## src/include/window_alert_map.vh

```
// Purpose: constants for the window alert capture block
// Assumes: twelve-bit unsigned conversion results, two channels
// Notes:   widths and depths are fixed
`ifndef WINDOW_ALERT_MAP_VH
`define WINDOW_ALERT_MAP_VH

`define WA_DATA_W        12
`define WA_CNT_W         8
`define WA_BUF_DEPTH     16
`define WA_BUF_AW        4
`define WA_LAST_IDX      4'hF
`define WA_POST_AFTER    4'hF
`define WA_CHID_W        4
`define WA_CHID_CH0      4'h0
`define WA_CHID_CH1      4'h1
`define WA_MODE_PRE      1'b0
`define WA_MODE_POST     1'b1
`define WA_ST_IDLE       2'h0
`define WA_ST_ARMED      2'h1
`define WA_ST_FILL       2'h2
`define WA_ST_DONE       2'h3

`endif

```

## src/design/sample_store.v

```verilog
// Purpose: sixteen-word sample memory with registered read data
// Assumes: one write port and one read port on the same clock
// Notes:   contents are not reset; read data lag the address by one edge
`timescale 1ns/1ps
`include "window_alert_map.vh"

module sample_store (
    input  wire                       i_mclk,
    input  wire                       i_sys_rst,
    input  wire                       i_wr_en,
    input  wire [`WA_BUF_AW-1:0]      i_wr_addr,
    input  wire [`WA_DATA_W-1:0]      i_wr_data,
    input  wire [`WA_BUF_AW-1:0]      i_rd_addr,
    output reg  [`WA_DATA_W-1:0]      o_rd_data
);

    reg [`WA_DATA_W-1:0] mem [0:`WA_BUF_DEPTH-1];

    // write port
    always @(posedge i_mclk) begin
        if (i_wr_en) begin
            mem[i_wr_addr] <= i_wr_data;
        end
    end

    // registered read port
    always @(posedge i_mclk or posedge i_sys_rst) begin
        if (i_sys_rst) begin
            o_rd_data <= {`WA_DATA_W{1'b0}};
        end else begin
            o_rd_data <= mem[i_rd_addr];
        end
    end

endmodule

```

## src/design/window_alert_capture.v

```verilog
// Purpose: digital window comparator, event counter, alert and sample capture
// Assumes: conversions arrive on i_mclk as one-cycle strobes with data
// Notes:   once capture is done, buffer read index is the age order: index 0 is the oldest sample
`timescale 1ns/1ps
`include "window_alert_map.vh"

// Notes on behaviour
// [RULE1] low comparator asserts when result is at or below low threshold
// [RULE2] high comparator asserts when result is at or above high threshold
// [RULE3] high threshold at full scale trips only on full-scale result
// [RULE4] low threshold at zero trips only on zero result
// [RULE5] crossing either threshold counts as an alert condition
// [RULE6] alert output tells the host a threshold was crossed
// [RULE7] alert waits until comparator holds for programmed consecutive conversions
// [RULE8] buffer holds sixteen results for later host reads
// [RULE9] pre-trigger mode writes continuously, stops once alert fires
// [RULE10] pre-trigger buffer holds trigger sample plus fifteen before it
// [RULE11] post-trigger mode starts writing at the alert-raising conversion
// [RULE12] post-trigger buffer holds trigger sample plus fifteen after, then stops
// [RULE13] per-channel low and high flags latch; host clears with ones
// [RULE14] four-bit id records which channel first raised the alert
// [RULE15] unsigned compares, each channel with its own threshold pair
// [RULE16] event counter clears when a conversion trips neither comparator
module window_alert_capture (
    input  wire                       i_mclk,
    input  wire                       i_sys_rst,
    input  wire                       i_conv_valid,
    input  wire                       i_conv_chan,
    input  wire [`WA_DATA_W-1:0]      i_conv_data,
    input  wire [`WA_DATA_W-1:0]      i_low_thresh0,
    input  wire [`WA_DATA_W-1:0]      i_high_thresh0,
    input  wire [`WA_DATA_W-1:0]      i_low_thresh1,
    input  wire [`WA_DATA_W-1:0]      i_high_thresh1,
    input  wire [`WA_CNT_W-1:0]       i_event_count,
    input  wire                       i_capture_mode,
    input  wire                       i_arm,
    input  wire [1:0]                 i_low_flag_clr,
    input  wire [1:0]                 i_high_flag_clr,
    input  wire [`WA_BUF_AW-1:0]      i_buf_rd_idx,
    output reg                        o_alert,
    output reg                        o_capture_done,
    output reg                        o_low_flag_channel0,
    output reg                        o_low_flag_channel1,
    output reg                        o_high_flag_channel0,
    output reg                        o_high_flag_channel1,
    output reg  [`WA_CHID_W-1:0]      o_first_trigger_channel_id,
    output wire [`WA_DATA_W-1:0]      o_buf_rd_data
);

    reg  [1:0]               state_r;
    reg  [1:0]               state_nxt;
    reg  [`WA_CNT_W-1:0]     evt_cnt0_r;
    reg  [`WA_CNT_W-1:0]     evt_cnt1_r;
    reg  [`WA_BUF_AW-1:0]    wr_ptr_r;
    reg  [`WA_BUF_AW-1:0]    post_cnt_r;
    reg  [`WA_CNT_W-1:0]     cnt_sel;
    reg  [`WA_CNT_W-1:0]     cnt_next;
    reg  [`WA_DATA_W-1:0]    low_sel;
    reg  [`WA_DATA_W-1:0]    high_sel;
    reg                      buf_wr;
    reg  [`WA_CNT_W-1:0]     need;
    wire                     low_hit;
    wire                     high_hit;
    wire                     any_hit;
    wire                     trigger;
    wire [`WA_BUF_AW-1:0]    rd_addr;
    reg  [`WA_CNT_W-1:0]     evt_cnt0_nxt;
    reg  [`WA_CNT_W-1:0]     evt_cnt1_nxt;
    reg  [`WA_BUF_AW-1:0]    wr_ptr_nxt;
    reg  [`WA_BUF_AW-1:0]    post_cnt_nxt;
    reg                      alert_nxt;
    reg                      done_nxt;
    reg  [`WA_CHID_W-1:0]    chid_nxt;
    reg                      low_flag0_nxt;
    reg                      low_flag1_nxt;
    reg                      high_flag0_nxt;
    reg                      high_flag1_nxt;
    wire                     hit_ch0;
    wire                     hit_ch1;

    // pick the threshold pair of the converted channel
    // [RULE15] per-channel thresholds
    always @* begin
        if (i_conv_chan) begin
            low_sel  = i_low_thresh1;
            high_sel = i_high_thresh1;
            cnt_sel  = evt_cnt1_r;
        end else begin
            low_sel  = i_low_thresh0;
            high_sel = i_high_thresh0;
            cnt_sel  = evt_cnt0_r;
        end
    end

    // window compare, plain unsigned; full scale and zero limits fall out
    // [RULE1] low side compare
    // [RULE4] zero low limit
    assign low_hit  = i_conv_valid && (i_conv_data <= low_sel);
    // [RULE2] high side compare
    // [RULE3] full-scale high limit
    assign high_hit = i_conv_valid && (i_conv_data >= high_sel);
    // [RULE5] either side trips
    assign any_hit  = low_hit || high_hit;

    // a count of zero is treated as one conversion
    always @* begin
        need     = i_event_count;
        cnt_next = cnt_sel + 1'b1;
        if (i_event_count == {`WA_CNT_W{1'b0}}) begin
            need = {{(`WA_CNT_W-1){1'b0}}, 1'b1};
        end
        // saturate so a long excursion never wraps back to zero
        if (cnt_sel == {`WA_CNT_W{1'b1}}) begin
            cnt_next = cnt_sel;
        end
    end

    // [RULE7] consecutive count reached; no trigger while re-arming
    assign trigger = any_hit && (cnt_next >= need) && (state_r != `WA_ST_IDLE) &&
                     !o_alert && !i_arm;

    // per-channel event counter next values
    always @* begin
        evt_cnt0_nxt = evt_cnt0_r;
        evt_cnt1_nxt = evt_cnt1_r;
        if (i_arm) begin
            evt_cnt0_nxt = {`WA_CNT_W{1'b0}};
            evt_cnt1_nxt = {`WA_CNT_W{1'b0}};
        end else if (i_conv_valid) begin
            // [RULE16] clear on quiet conversion
            if (!i_conv_chan) begin
                evt_cnt0_nxt = any_hit ? cnt_next : {`WA_CNT_W{1'b0}};
            end else begin
                evt_cnt1_nxt = any_hit ? cnt_next : {`WA_CNT_W{1'b0}};
            end
        end
    end

    // per-channel event counters
    always @(posedge i_mclk or posedge i_sys_rst) begin
        if (i_sys_rst) begin
            evt_cnt0_r <= {`WA_CNT_W{1'b0}};
            evt_cnt1_r <= {`WA_CNT_W{1'b0}};
        end else begin
            evt_cnt0_r <= evt_cnt0_nxt;
            evt_cnt1_r <= evt_cnt1_nxt;
        end
    end

    // capture sequencer
    always @* begin
        state_nxt = state_r;
        buf_wr    = 1'b0;
        case (state_r)
            `WA_ST_IDLE: begin
                state_nxt = `WA_ST_IDLE;
            end
            `WA_ST_ARMED: begin
                // [RULE9] pre mode writes every conversion
                if (i_capture_mode == `WA_MODE_PRE) begin
                    buf_wr = i_conv_valid;
                    if (trigger) begin
                        state_nxt = `WA_ST_DONE;
                    end
                end else if (trigger) begin
                    // [RULE11] post mode starts at trigger
                    buf_wr    = 1'b1;
                    state_nxt = `WA_ST_FILL;
                end
            end
            `WA_ST_FILL: begin
                // [RULE12] fifteen more then stop
                buf_wr = i_conv_valid;
                if (i_conv_valid && post_cnt_r == `WA_POST_AFTER - 4'h1) begin
                    state_nxt = `WA_ST_DONE;
                end
            end
            `WA_ST_DONE: begin
                state_nxt = `WA_ST_DONE;
            end
            default: begin
                state_nxt = `WA_ST_IDLE;
            end
        endcase
        if (i_arm) begin
            state_nxt = `WA_ST_ARMED;
            buf_wr    = 1'b0;
        end
    end

    // write pointer and post-trigger counter next values
    always @* begin
        wr_ptr_nxt   = wr_ptr_r;
        post_cnt_nxt = post_cnt_r;
        if (i_arm) begin
            wr_ptr_nxt   = {`WA_BUF_AW{1'b0}};
            post_cnt_nxt = {`WA_BUF_AW{1'b0}};
        end else begin
            // pointer wraps over sixteen slots, overwriting the oldest
            if (buf_wr) begin
                wr_ptr_nxt = wr_ptr_r + 4'h1;
            end
            if (state_r == `WA_ST_FILL && i_conv_valid) begin
                post_cnt_nxt = post_cnt_r + 4'h1;
            end
        end
    end

    // state, write pointer and post-trigger counter
    always @(posedge i_mclk or posedge i_sys_rst) begin
        if (i_sys_rst) begin
            state_r    <= `WA_ST_IDLE;
            wr_ptr_r   <= {`WA_BUF_AW{1'b0}};
            post_cnt_r <= {`WA_BUF_AW{1'b0}};
        end else begin
            state_r    <= state_nxt;
            wr_ptr_r   <= wr_ptr_nxt;
            post_cnt_r <= post_cnt_nxt;
        end
    end

    // [RULE10] age-ordered read
    // after a pre capture the pointer sits just past the trigger, so
    // index 0 is the oldest of the last sixteen and index 15 the trigger
    assign rd_addr = (state_r == `WA_ST_DONE) ? i_buf_rd_idx + wr_ptr_r : i_buf_rd_idx;

    // [RULE8] sixteen-entry store
    sample_store u_store (
        .i_mclk    (i_mclk),
        .i_sys_rst (i_sys_rst),
        .i_wr_en   (buf_wr),
        .i_wr_addr (wr_ptr_r),
        .i_wr_data (i_conv_data),
        .i_rd_addr (rd_addr),
        .o_rd_data (o_buf_rd_data)
    );

    // alert, done and first channel id next values
    always @* begin
        alert_nxt = o_alert;
        chid_nxt  = o_first_trigger_channel_id;
        done_nxt  = (state_nxt == `WA_ST_DONE);
        if (i_arm) begin
            alert_nxt = 1'b0;
            chid_nxt  = `WA_CHID_CH0;
            done_nxt  = 1'b0;
        end else if (trigger) begin
            // [RULE6] raise alert
            alert_nxt = 1'b1;
            // [RULE14] record channel
            chid_nxt  = i_conv_chan ? `WA_CHID_CH1 : `WA_CHID_CH0;
        end
    end

    // alert, done, first channel id
    always @(posedge i_mclk or posedge i_sys_rst) begin
        if (i_sys_rst) begin
            o_alert                    <= 1'b0;
            o_capture_done             <= 1'b0;
            o_first_trigger_channel_id <= `WA_CHID_CH0;
        end else begin
            o_alert                    <= alert_nxt;
            o_capture_done             <= done_nxt;
            o_first_trigger_channel_id <= chid_nxt;
        end
    end

    // triggering conversion split by channel
    assign hit_ch0 = trigger && !i_conv_chan;
    assign hit_ch1 = trigger && i_conv_chan;

    // flag next values; a new hit wins over a clear
    // [RULE13] sticky flags with clear
    always @* begin
        low_flag0_nxt  = o_low_flag_channel0 & ~i_low_flag_clr[0];
        low_flag1_nxt  = o_low_flag_channel1 & ~i_low_flag_clr[1];
        high_flag0_nxt = o_high_flag_channel0 & ~i_high_flag_clr[0];
        high_flag1_nxt = o_high_flag_channel1 & ~i_high_flag_clr[1];
        if (hit_ch0 && low_hit) begin
            low_flag0_nxt = 1'b1;
        end
        if (hit_ch1 && low_hit) begin
            low_flag1_nxt = 1'b1;
        end
        if (hit_ch0 && high_hit) begin
            high_flag0_nxt = 1'b1;
        end
        if (hit_ch1 && high_hit) begin
            high_flag1_nxt = 1'b1;
        end
    end

    // latched per-channel flags
    always @(posedge i_mclk or posedge i_sys_rst) begin
        if (i_sys_rst) begin
            o_low_flag_channel0  <= 1'b0;
            o_low_flag_channel1  <= 1'b0;
            o_high_flag_channel0 <= 1'b0;
            o_high_flag_channel1 <= 1'b0;
        end else begin
            o_low_flag_channel0  <= low_flag0_nxt;
            o_low_flag_channel1  <= low_flag1_nxt;
            o_high_flag_channel0 <= high_flag0_nxt;
            o_high_flag_channel1 <= high_flag1_nxt;
        end
    end

endmodule

```

## config.mk

```make
export PLATFORM = sky130hd
export DESIGN_NAME = window_alert_capture
export DESIGN_NICKNAME = d
export VERILOG_FILES = /design/src/design/sample_store.v /design/src/design/window_alert_capture.v
export VERILOG_INCLUDE_DIRS = /design/src /design/src/include
export SDC_FILE = /design/constraint.sdc
export NUM_CORES = 1
export LEC_CHECK = 0
export BUFFER_PORTS_ARGS = -buffer_cell sky130_fd_sc_hd__buf_2
export CAP_MARGIN = 0
export CELL_PAD_IN_SITES_DETAIL_PLACEMENT = 1
export CELL_PAD_IN_SITES_GLOBAL_PLACEMENT = 1
export CORE_MARGIN = 2
export CORE_UTILIZATION = 54
export DETAILED_ROUTE_END_ITERATION = 16
export MAX_ROUTING_LAYER = met4
export PLACE_DENSITY_LB_ADDON = 0.1
export RECOVER_POWER = 100
export SYNTH_ARGS = -nofsm -noshare
export SYNTH_HDL_FRONTEND = slang
export SYNTH_SLANG_ARGS = --single-unit
```

## constraint.sdc

```tcl
create_clock -name i_mclk -period 7.4 [get_ports i_mclk]
set_clock_uncertainty 0.05 [all_clocks]
set_input_delay 1.11 -clock i_mclk [delete_from_list [all_inputs] [get_ports i_mclk]]
set_output_delay 1.11 -clock i_mclk [all_outputs]
set_load 0.02 [all_outputs]
```

==> parameters.txt, run 1 <==
Parameter                              Value

Outcome
  Result of the run    finished with violations
  Violations in the final reports    max-capacitance violations, max-slew violations

Power and ir drop
  Net switching power figure    around 0.67 mW
  Internal power    approximately 2.3 mW
  Peak supply drop    between 150 and 200 uV
  Part of the total power dissipated in the clock network    between 40% and 50%
  Leak pwr    about 4.5 nW
  Switching power share of the total    22.6%
  Power density cells    roughly 240 nW/um2
  Combinational cell fraction of total power    roughly 7.7%
  Post-layout total power    approximately 2.9 mW
  Portion of total power attributed to sequential cells    approximately half

Synth
  Yosys top cell area share    53.8%
  Synth top cells by count    192 x sky130_fd_sc_hd__edfxtp_1, 49 x sky130_fd_sc_hd__mux4_2, 46 x sky130_fd_sc_hd__ha_1, 45 x sky130_fd_sc_hd__dfrtp_1, 41 x sky130_fd_sc_hd__mux2i_1
  Dominant cell by count in the synthesized netlist    sky130_fd_sc_hd__edfxtp_1
  Yosys Warn Count    0
  Cell count after synthesis    between 600 and 700
  Top FF cell, synth    sky130_fd_sc_hd__edfxtp_1
  Total of flip-flops plus latches after synthesis    roughly 240
  Adder-cell area share of the yosys netlist    5.56%
  Post-synth cell types    57
  Proportion of synthesized area in mux cells    between 10 and 15%
  Number of synthesized flops with an enable pin    about 190
  Synthesized area per cell    around 16 um2
  Mapped cell area    10,700 um2
  Register area share after synthesis    around 64%
  Dominant combinational cell family by area after synthesis    multiplexers
  Compound-Gate Fraction of Synth Area    about 6.7%
  Share of synthesized registers carrying an async set or reset    between 10% and 20%
  Post-Synth XOR/XNOR Area    less than 1%
  Post-synthesis cell type with the largest combined area    sky130_fd_sc_hd__edfxtp_1
  Area contributors post-synth    sky130_fd_sc_hd__edfxtp_1 54%, sky130_fd_sc_hd__dfrtp_1 11%, sky130_fd_sc_hd__mux4_2 10%
  Simple logic cell fraction of the synthesized area    between 5 and 6%

Finish
  Synthesis-to-layout area growth    14.6%
  # fillers    around 1,800
  Non-Filler Instances    1,061
  Area of the multi-input gates    between 3000 and 4000 um2
  Fraction of final layout cells with drive strength greater than 1    a little over a fifth
  Net count, final    905
  Antenna diode count    0
  Area used by sequential logic in the layout    between 6000 and 7000 um2

Worst setup path
  Ordered list of cells on the worst path    clkbuf_1 -> buf_4 -> inv_1 -> nand3_1 -> a21oi_1 -> nand2_1 -> xor2_1 -> inv_1 -> ha_1 -> nor2b_4 -> o21ai_0 -> a31oi_1 -> or4_1 -> o32ai_4 -> nand2_1 -> nor3_1 -> clkbuf_1
  Nature of the critical path endpoint    flop
  Critical path fanouts, max    27
  Worst path slowest cell    sky130_fd_sc_hd__clkbuf_1
  Crit-path max cell delay    around 680 ps
  Crit path launch type    input port
  Worst Path Required    ~7500 ps
  Worst path arrival time    between 6000 and 7000 ps
  Critical path type    in -> reg
  Worst R2R Path Depth    7

Placement
  Total of buffers placed on input and output ports    100
  Number of placed cells counting well taps    slightly above 1,000
  Global placer's final weighted congestion    about 0.86
  Pre-CTS worst setup slack    1130 ps
  Detailed placer's ending HPWL    18,300 um

STA
  Worst rel slew slack    -90.1%
  Crit path setup slack, layout    1140 ps
  Post-Route Setup TNS    0 ps
  Number of hold violations in the final report    0
  Worst hold margin    ~470 ps
  Tcrit/Tclk final    about 85%
  Time the worst path needs with I/O delays and setup    6260 ps
  Transition at the pin with the smallest max-transition slack    2770 ps
  RSZ-0062 raised after global routing    no
  Fmax achieved    between 150 and 200 MHz
  Pins over their slew limit    74
  Endpoints failing setup    0

Flow run
  Maximum Capacitance Violations    3

Floorplan
  Full die area    about 21,000 um2
  Initial cell density of the core    between 50 and 60%
  Number of rows created at floorplan    around 50
  Floorplan Core Area    roughly 20,000 um2
  Chip Width    ~140 um
  I/O pin count    around 100
  Die height    145 um

Global routing
  Wire length of the first global-routing pass    42,800 um
  Vias in the first global route    about 7,000
  Gr usage total    about 28%
  Pin count of the biggest net entering global routing    approximately 50
  Antenna violations before repair    0
  Final global-route overflow total    0

Clock tree
  Cells resized by post-CTS repair    0
  Total setup buffers inserted after CTS    0
  TritonCTS clock tree    yes
  Root Buffer    sky130_fd_sc_hd__clkbuf_16
  H-tree depth    1
  Clock Pin Slew Worst Setup and Hold Paths    60 ps
  CTS hold repair buffers    0
  TritonCTS buffer count    26
  Buffers from clock root to sink, at most    3
  TritonCTS Sinks    around 240
  Clock latency on the worst-skew pair    520 ps

Detailed routing
  Post-detailed-route count of antenna-violating nets    0
  Average vias per placed instance    6.06
  Detailed-route via count    6,428
  DRC viols    0
  Initial drt markers    417
  Average wire per cell in the routed design    26.0 um
  Routed wire length    ~28,000 um
  First-pass detailed-route iteration total    5

Min path
  Hold Path Class    reg -> reg
  Instance count along the most critical hold path    1
==> metal layers <==
metal	share of wire [%]	track usage, %
met3	5.1	2.99
met4	2.1	6.73
met1	40	35.9
met2	53	47.8
met5	0	-
==> worst paths after layout <==
| kind | startpoint | endpoint | slack (ps) |
|---|---|---|---|
| min in group asynchronous | i_sys_rst | wr_ptr_r[1]$_DFFE_PP0P_ | 1130 |
| setup reg to reg | state_r[0]$_DFF_PP0_ | u_store.o_rd_data[9]$_DFF_PP0_ | 1570 |
| hold / removal | evt_cnt1_r[1]$_DFFE_PP0P_ | evt_cnt1_r[1]$_DFFE_PP0P_ | 470 |
| max in group asynchronous | i_sys_rst | u_store.o_rd_data[0]$_DFF_PP0_ | 5080 |
| setup / recovery | i_conv_chan | u_store.mem[0][0]$_DFFE_PP_ | 1140 |
| hold reg to reg | evt_cnt1_r[1]$_DFFE_PP0P_ | evt_cnt1_r[1]$_DFFE_PP0P_ | 470 |
==> flip-flops by register name (all words and copies together) (netlist names) <==
register and flops:
o_first_trigger_channel_id 1, u_store.o_rd_data 12, o_alert 1, o_high_flag_channel0 1, o_low_flag_channel1 1, wr_ptr_r 4
u_store.mem 192, o_high_flag_channel1 1, state_r 2, evt_cnt0_r 8, o_low_flag_channel0 1, o_capture_done 1
post_cnt_r 4, evt_cnt1_r 8
==> critical path: cells and delay by family <==
family                     cells  cell delay [ps]
AOI/OAI and AO/OA              4              900
and+or+nand+nor                6             1560
buffers and inverters          5             2170
adders and majority gates      1              320
xor gates and xnor gates       1              260
==> final cells by class <==
type,instances,share of cell area (%)
Clock buffer,38,6.08
Inverter,29,0.886
Multi-Input combinational cell,370,29.3
Clock inverter,10,0.683
Timing Repair Buffer,112,4.22
Sequential cell,237,56.1
Tap cell,265,2.70
==> through the flow <==
| step | utilization, % | instance area, um2 |
|---|---|---|
| 2_1_floorplan | - | 10700 |
| 3_5_place_dp | 59.5 | 11600 |
| 6_report | 63.1 | 12300 |
| 5_1_grt | 63.1 | 12300 |
| 4_1_cts | 63.8 | 12400 |
| 3_3_place_gp | 59.5 | 11600 |
==> cell families (layout without fill, tap and decap cells) <==
group                    after synthesis  after routing
AO/OA/AOI/OAI                        102            102
XOR/XNOR                              10             10
adder cells (fa/ha/maj)               47             47
buffers and inverters                 59            189
flip-flops                           237            237
multiplexers                          96             96
other                                  1              3
AND/OR/NAND/NOR                      112            112
==> power groups by stage <==
stage	Clock (mW)	Combinational, mW	Sequential, mW
after floorplan	0	0.126	1.49
after global placement	0	0.220	1.48
after detailed placement	0	0.230	1.48
after CTS	1.27	0.233	1.46
after global routing	1.32	0.247	1.46
final	1.26	0.225	1.46
==> cell usage in the layout (no fill, tap or decap), types with 4 or more instances in the layout <==
| cell | Yosys | routed |
|---|---|---|
| sky130_fd_sc_hd__edfxtp_1 | 192 | 192 |
| sky130_fd_sc_hd__buf_2 | 9 | 68 |
| sky130_fd_sc_hd__mux4_2 | 49 | 49 |
| sky130_fd_sc_hd__clkbuf_1 | 14 | 48 |
| sky130_fd_sc_hd__ha_1 | 46 | 46 |
| sky130_fd_sc_hd__dfrtp_1 | 45 | 45 |
| sky130_fd_sc_hd__mux2i_1 | 41 | 40 |
| sky130_fd_sc_hd__a21oi_1 | 36 | 36 |
| sky130_fd_sc_hd__inv_1 | 29 | 29 |
| sky130_fd_sc_hd__clkbuf_16 | 0 | 27 |
| sky130_fd_sc_hd__nor2_1 | 22 | 22 |
| sky130_fd_sc_hd__nand2_1 | 20 | 20 |
| sky130_fd_sc_hd__a22o_1 | 18 | 18 |
| sky130_fd_sc_hd__nand3_1 | 14 | 14 |
| sky130_fd_sc_hd__a211oi_1 | 14 | 14 |
| sky130_fd_sc_hd__o21ai_0 | 13 | 13 |
| sky130_fd_sc_hd__nor2b_1 | 13 | 13 |
| sky130_fd_sc_hd__nor3_1 | 14 | 12 |
| sky130_fd_sc_hd__nand2b_1 | 8 | 8 |
| sky130_fd_sc_hd__xnor2_1 | 6 | 6 |
| sky130_fd_sc_hd__nand4_1 | 5 | 5 |
| sky130_fd_sc_hd__clkinv_2 | 0 | 5 |
| sky130_fd_sc_hd__a21o_1 | 4 | 4 |
| sky130_fd_sc_hd__mux2_2 | 6 | 4 |
(Power assumes the default switching activity.)
==> run 2, diff against run 1 <==
ABC_AREA = 1   (was unset)
CORE_UTILIZATION = 43   (was 54)
clock period = 5.35 ns   (was 7.4 ns; I/O delays follow)
==> parameters.txt, run 2 <==
Parameter                              Value

Worst setup path
  Crit-path max cell delay    400 ps (-280 ps)
  Slack of the worst reg-to-reg path    820 ps (-750 ps)
  End of the worst register-to-register path    u_store.o_rd_data[1]$_DFF_PP0_
  Crit path launch type    input port
  Worst R2R Path Depth    10 (+3)
  Worst path arrival time    4740 ps (-1620 ps)
  Most repeated library cell on the critical path    sky130_fd_sc_hd__nor2_1
  Worst Path Required    5500 ps (-2000 ps)
  Crit Reg-Reg Startpoint    state_r[0]$_DFF_PP0_
  Worst path slowest cell    sky130_fd_sc_hd__nand3_2
  Kind of cell adding the most delay to the critical path    simple AND/OR/NAND/NOR gates
  Nature of the critical path endpoint    flop
  Worst path bufs/invs    6 (+1)
  Critical path type    in -> reg
  Critical path fanouts, max    18 (-33%)

Floorplan
  Chip Width    165 um (+14%)
  Number of rows created at floorplan    58 (+14%)
  Floorplan Core Area    25,300 um2 (+30%)
  Die height    165 um (+14%)
  Initial cell density of the core    44.1% (-11 points)
  I/O pin count    104 (unchanged)
  Full die area    27,300 um2 (+30%)

Power and ir drop
  Internal power    3.10 mW (+37%)
  Post-layout total power    4.17 mW (+42%)
  Power density cells    325 nW/um2 (+36%)
  Portion of total power attributed to sequential cells    48.7% (-0.9 points)
  Switching power share of the total    25.6% (+3.0 points)
  Leak pwr    5.08 nW (+13%)
  Combinational cell fraction of total power    10.6% (+2.9 points)
  Net switching power figure    1.07 mW (+61%)
  Part of the total power dissipated in the clock network    40.7% (-2.0 points)
  Peak supply drop    268 uV (+45%)

Finish
  Most frequent cells in the layout    207 x sky130_fd_sc_hd__nor2_1, 192 x sky130_fd_sc_hd__edfxtp_1, 141 x sky130_fd_sc_hd__nand2_1, 86 x sky130_fd_sc_hd__inv_1, 83 x sky130_fd_sc_hd__o21ai_0
  Register bank with the most flops    u_store.mem
  Synthesis-to-layout area growth    14.8%
  Fraction of final layout cells with drive strength greater than 1    13.7% (-8.2 points)
  Antenna diode count    0 (unchanged)
  Net count, final    1,271 (+40%)
  Registers with the highest flip-flop counts    u_store.mem (192), u_store.o_rd_data (12)
  Commonest non-fill, non-tap cell in the layout    sky130_fd_sc_hd__nor2_1
  Final Core Density    50.6% (-12 points)
  Number of flip-flops in the largest register    192 (unchanged)

STA
  Fmax achieved    218 MHz
  Pins over their slew limit    46 (-38%)
  Number of hold violations in the final report    0 (unchanged)
  RSZ-0062 raised after global routing    no
  Endpoints failing setup    0 (unchanged)
  Worst rel slew slack    -20.5% (+70 points)
  Tcrit/Tclk final    approximately 86%
  Transition at the pin with the smallest max-transition slack    1810 ps (-966 ps)
  Post-Route Setup TNS    0 ps (unchanged)
  Time the worst path needs with I/O delays and setup    about 4600 ps

Synth
  Register area share after synthesis    61.7% (-2.6 points)
  Mapped cell area    11,200 um2 (+4.2%)
  Synthesized area per cell    10.8 um2 (-33%)
  Post-synth cell types    45 (-21%)
  Top FF cell, synth    sky130_fd_sc_hd__edfxtp_1
  Share of synthesized registers carrying an async set or reset    19.0% (unchanged)
  Yosys top cell area share    51.6% (-2.2 points)
  Number of synthesized flops with an enable pin    192 (unchanged)
  Dominant cell by count in the synthesized netlist    sky130_fd_sc_hd__nor2_1
  Cell count after synthesis    1,033 (+56%)
  Total of flip-flops plus latches after synthesis    237 (unchanged)
  Area contributors post-synth    sky130_fd_sc_hd__edfxtp_1 52%, sky130_fd_sc_hd__dfrtp_1 10%, sky130_fd_sc_hd__nor2_1 6.8%
  Post-synthesis cell type with the largest combined area    sky130_fd_sc_hd__edfxtp_1
  Yosys Warn Count    0 (unchanged)
  Synth top cells by count    202 x sky130_fd_sc_hd__nor2_1, 192 x sky130_fd_sc_hd__edfxtp_1, 142 x sky130_fd_sc_hd__nand2_1, 85 x sky130_fd_sc_hd__inv_1, 76 x sky130_fd_sc_hd__o21ai_0

Clock tree
  TritonCTS buffer count    26 (unchanged)
  Total setup buffers inserted after CTS    0 (unchanged)
  Root Buffer    sky130_fd_sc_hd__clkbuf_16
  Clock Pin Slew Worst Setup and Hold Paths    60 ps (about the same)
  CTS hold repair buffers    0 (unchanged)
  Cells resized by post-CTS repair    0 (unchanged)
  TritonCTS Sinks    237 (unchanged)
  Clock latency on the worst-skew pair    530 ps (about the same)
  TritonCTS clock tree    yes
  H-tree depth    1 (unchanged)
  Buffers from clock root to sink, at most    3 (unchanged)

Detailed routing
  Routed wire length    31,000 um (+13%)
  Initial drt markers    679 (+63%)
  Average vias per placed instance    5.38 (-11%)
  Post-detailed-route count of antenna-violating nets    0 (unchanged)
  Detailed-route via count    8,021 (+25%)
  Average wire per cell in the routed design    20.8 um (-20%)
  DRC viols    0 (unchanged)
  First-pass detailed-route iteration total    5 (unchanged)

Global routing
  Pin count of the biggest net entering global routing    51 (+4.1%)
  Wire length of the first global-routing pass    48,100 um (+12%)
  Antenna violations before repair    1 (+1)
  Gr usage total    24.2% (-3.5 points)
  Vias in the first global route    8,299 (+19%)
  Final global-route overflow total    0 (unchanged)

Placement
  Total of buffers placed on input and output ports    100 (unchanged)
  Global placer's final weighted congestion    0.863 (+0.50%)
  Detailed placer's ending HPWL    21,400 um (+17%)

Outcome
  Violations in the final reports    max-capacitance violations, max-slew violations
  Result of the run    finished with violations

Min path
  Instance count along the most critical hold path    2 (+1)
  Hold Startpoint    i_high_flag_clr[0]
  Hold worst-path end    o_high_flag_channel0$_DFF_PP0_
  Hold Path Class    in -> reg

Flow run
  Maximum Capacitance Violations    1 (-2)
[run 2: changes by cell type after synthesis, moves of 49 or more]
cell                      change
sky130_fd_sc_hd__nor2_1     +180
sky130_fd_sc_hd__nand2_1    +122
sky130_fd_sc_hd__o21ai_0     +63
sky130_fd_sc_hd__inv_1       +56
sky130_fd_sc_hd__o32ai_1     +50
sky130_fd_sc_hd__mux4_2      -49
[run 2: metrics by stage]
stage               instance area (um2)  hold slack (ps)  cells  setup WS, ps
floorplan                         11200              394   1035           913
global placement                  12100              415   1444           471
finish                            12800              417   1492           755
detailed placement                12100              420   1444           352
global route                      12800              399   1492           207
CTS                               12900              401   1492           863
[run 2: cell type report]
| type | instances | area [um2] |
|---|---|---|
| Multi-Input combinational cell | 657 | 3700 |
| Inverter | 91 | 342 |
| Timing Repair Buffer | 129 | 657 |
| Clock inverter | 18 | 124 |
| Clock buffer | 30 | 697 |
| Fill cell | 2817 | 12500 |
| Sequential cell | 237 | 6890 |
| Tap cell | 330 | 413 |
[run 2: how the worst max path moves through the flow]
stage	from	end	slack (ps)	depth (start not counted)
floorplan	i_conv_chan	u_store.mem[12][0]$_DFFE_PP_	910	27
global placement	i_conv_chan	u_store.mem[8][5]$_DFFE_PP_	470	28
detailed placement	i_conv_chan	u_store.mem[14][2]$_DFFE_PP_	350	28
CTS	i_conv_chan	u_store.mem[4][5]$_DFFE_PP_	860	27
global route	i_conv_chan	u_store.mem[15][8]$_DFFE_PP_	210	26
finish	i_conv_chan	u_store.mem[15][8]$_DFFE_PP_	760	26
[run 2: routing by layer]
layer  routed length, um  vias up  share of wire (%)  global-route usage [%]
met5                   0        -                  0                       -
met4                 507        0                1.6                    4.70
met3                1700       34                5.5                    2.92
met2               14300      240                 46                    38.1
met1               14500     3910                 47                    34.3
li1                    -     3837                  -                       -
[run 2: power by group through the flow]
stage	clock network, mW	registers (mW)	logic (mW)
after floorplan	0	2.08	0.253
after global placement	0	2.07	0.447
after detailed placement	0	2.07	0.454
after CTS	1.73	2.03	0.456
after global routing	1.80	2.04	0.498
final	1.70	2.03	0.442
[run 2: logic make-up after synthesis]
kind of cell             Yosys count  share of synthesized area, %
flip-flops                       237                          61.7
AND/OR/NAND/NOR                  385                          13.9
multiplexers                      22                          1.97
AO/OA/AOI/OAI                    194                          11.3
other                              1                        0.0336
XOR/XNOR                           6                         0.538
adder cells (fa/ha/maj)           47                          5.33
buffers and inverters            141                          5.21
==> run 3, diff against run 2 <==
CORE_MARGIN = 3   (was 2)
==> parameters.txt, run 3 (synthesized netlist as in run 2, its figures left out) <==
Parameter                              Value

Outcome
  Result of the run    finished with violations
  Violations in the final reports    max-capacitance violations, max-slew violations

Finish
  Register bank with the most flops    u_store.mem
  Registers with the highest flip-flop counts    u_store.mem (192), u_store.o_rd_data (12)
  Antenna diode count    0 (unchanged)
  Post-Layout Inst Area    12,900 um2 (+0.91%)
  Commonest non-fill, non-tap cell in the layout    sky130_fd_sc_hd__nor2_1
  Synthesis-to-layout area growth    15.9%
  Fraction of final layout cells with drive strength greater than 1    13.8% (+0.10 points)
  Most frequent cells in the layout    204 x sky130_fd_sc_hd__nor2_1, 192 x sky130_fd_sc_hd__edfxtp_1, 142 x sky130_fd_sc_hd__nand2_1, 86 x sky130_fd_sc_hd__inv_1, 81 x sky130_fd_sc_hd__o21ai_0
  Number of flip-flops in the largest register    192 (unchanged)
  Net count, final    1,276 (+0.39%)
  Final Core Density    51.1% (+0.46 points)
  # fillers    2,817 (unchanged)

STA
  Worst hold margin    394 ps (-22.9 ps)
  Tcrit/Tclk final    86.7% (+0.86 points)
  Endpoints failing setup    0 (unchanged)
  Worst rel slew slack    -25.6% (-5.1 points)
  Post-Route Setup TNS    0 ps (unchanged)
  Transition at the pin with the smallest max-transition slack    1880 ps (+78.9 ps)
  Pins over their slew limit    110 (+140%)
  Fmax achieved    215 MHz (-0.99%)
  Time the worst path needs with I/O delays and setup    4640 ps (+46.0 ps)
  Number of hold violations in the final report    0 (unchanged)
  RSZ-0062 raised after global routing    no

Worst setup path
  Nature of the critical path endpoint    flop
  Crit path launch type    input port
  Critical path fanouts, max    14 (-4)
  Worst path arrival time    4790 ps (+50 ps)
  Worst Path Required    5500 ps (about the same)
  Worst Setup SP    i_conv_chan
  Critical path type    in -> reg
  Crit Reg-Reg Startpoint    evt_cnt0_r[0]$_DFFE_PP0P_

Detailed routing
  Average wire per cell in the routed design    20.8 um (+0.11%)
  First-pass detailed-route iteration total    6 (+1)
  Initial drt markers    685 (+0.88%)
  Routed wire length    31,200 um (+0.51%)
  Average vias per placed instance    5.37 (-0.10%)
  DRC viols    0 (unchanged)
  Detailed-route via count    8,045 (+0.30%)
  Post-detailed-route count of antenna-violating nets    0 (unchanged)

Global routing
  Vias in the first global route    8,301 (+0.024%)
  Wire length of the first global-routing pass    48,800 um (+1.4%)
  Pin count of the biggest net entering global routing    82 (+61%)
  Gr usage total    22.9% (-1.3 points)
  Antenna violations before repair    1 (unchanged)
  Final global-route overflow total    0 (unchanged)

Power and ir drop
  Post-layout total power    4.35 mW (+4.3%)
  Leak pwr    5.14 nW (+1.2%)
  Power density cells    336 nW/um2 (+3.3%)
  Peak supply drop    215 uV (-20%)

Clock tree
  Total setup buffers inserted after CTS    0 (unchanged)
  TritonCTS buffer count    27 (+3.8%)
  Cells resized by post-CTS repair    0 (unchanged)
  CTS hold repair buffers    0 (unchanged)
  H-tree depth    1 (unchanged)
  Clock latency on the worst-skew pair    540 ps (about the same)
  Root Buffer    sky130_fd_sc_hd__clkbuf_16
  Clock Pin Slew Worst Setup and Hold Paths    60 ps (about the same)
  Buffers from clock root to sink, at most    3 (unchanged)
  TritonCTS clock tree    yes
  TritonCTS Sinks    237 (unchanged)

Floorplan
  Chip Width    167 um (+1.2%)
  I/O pin count    104 (unchanged)
  Floorplan Core Area    25,300 um2 (unchanged)
  Initial cell density of the core    44.1% (unchanged)
  Die height    167 um (+1.2%)
  Number of rows created at floorplan    58 (unchanged)
  Full die area    27,900 um2 (+2.4%)

Min path
  Hold Startpoint    i_low_flag_clr[0]
  Hold Path Class    in -> reg

Placement
  Global placer's final weighted congestion    0.806 (-6.5%)
  Total of buffers placed on input and output ports    100 (unchanged)
  Detailed placer's ending HPWL    21,500 um (+0.79%)
  Area after detailed placement    12,100 um2 (+0.35%)

Flow run
  Maximum Capacitance Violations    2 (+1)
==> run 3: cell count changes in the layout (fill, tap and decap cells not counted), sizes merged <==
cell      delta
bufinv       +4
inv          -1
clkbuf       +9
buf          -3
clkinvlp     -3
==> run 3: cell type report <==
type	instances	area, um2	area share, %
Tap cell	330	413	3.19
Clock buffer	32	704	5.44
Multi-Input combinational cell	657	3720	28.8
Timing Repair Buffer	133	677	5.23
Clock inverter	18	194	1.50
Inverter	91	342	2.64
Sequential cell	237	6890	53.2
==> run 3: final timing paths <==
check	to	slack, ps	cells past startpoint
setup / recovery	u_store.mem[12][10]$_DFFE_PP_	710	28
max in group asynchronous	u_store.o_rd_data[6]$_DFF_PP0_	3360	2
setup reg to reg	u_store.mem[12][10]$_DFFE_PP_	1030	26
hold reg to reg	evt_cnt0_r[6]$_DFFE_PP0P_	430	2
hold / removal	o_low_flag_channel0$_DFF_PP0_	390	2
min in group asynchronous	u_store.o_rd_data[1]$_DFF_PP0_	800	2
==> run 3: report_power, final <==
| group | switching [mW] | internal, mW | leakage [nW] |
|---|---|---|---|
| clock network | 0.742 | 1.13 | 0.447 |
| registers | 0.0110 | 2.02 | 2.32 |
| logic | 0.308 | 0.137 | 2.37 |
==> run 3: through the flow <==
stage	setup slack [ps]	std cells
floorplan	913	1035
global placement	562	1448
detailed placement	413	1448
CTS	960	1498
global route	320	1498
finish	709	1498
==> run 3: routing by layer <==
metal / track usage (%) / vias to the layer above / part of all wire (%)
li1: - / 3839 / -
met1: 31.7 / 3927 / 45
met2: 36.6 / 245 / 47
met3: 3.68 / 34 / 6.2
met4: 4.48 / 0 / 1.4
met5: - / - / 0
==> run 3: critical path: stages <==
cell,delay [ps]
sky130_fd_sc_hd__clkbuf_1,470
sky130_fd_sc_hd__nand2_1,110
sky130_fd_sc_hd__o21ai_0,150
sky130_fd_sc_hd__inv_1,110
sky130_fd_sc_hd__ha_1,190
sky130_fd_sc_hd__inv_1,140
sky130_fd_sc_hd__nor2_4,60
sky130_fd_sc_hd__nand3_2,120
sky130_fd_sc_hd__nor2_4,50
sky130_fd_sc_hd__nand2_4,90
sky130_fd_sc_hd__inv_2,50
sky130_fd_sc_hd__or2_1,210
sky130_fd_sc_hd__o21ai_2,70
sky130_fd_sc_hd__inv_1,60
sky130_fd_sc_hd__ha_1,290
sky130_fd_sc_hd__a21oi_1,60
sky130_fd_sc_hd__o21ai_0,170
sky130_fd_sc_hd__nand2_1,80
sky130_fd_sc_hd__nand3_1,120
sky130_fd_sc_hd__nand2_1,80
sky130_fd_sc_hd__inv_1,80
sky130_fd_sc_hd__nand3_2,140
sky130_fd_sc_hd__nand2_1,100
sky130_fd_sc_hd__nand2_1,60
sky130_fd_sc_hd__nand2_2,130
sky130_fd_sc_hd__nand3_2,250
sky130_fd_sc_hd__nor2_1,190
sky130_fd_sc_hd__clkbuf_2,360
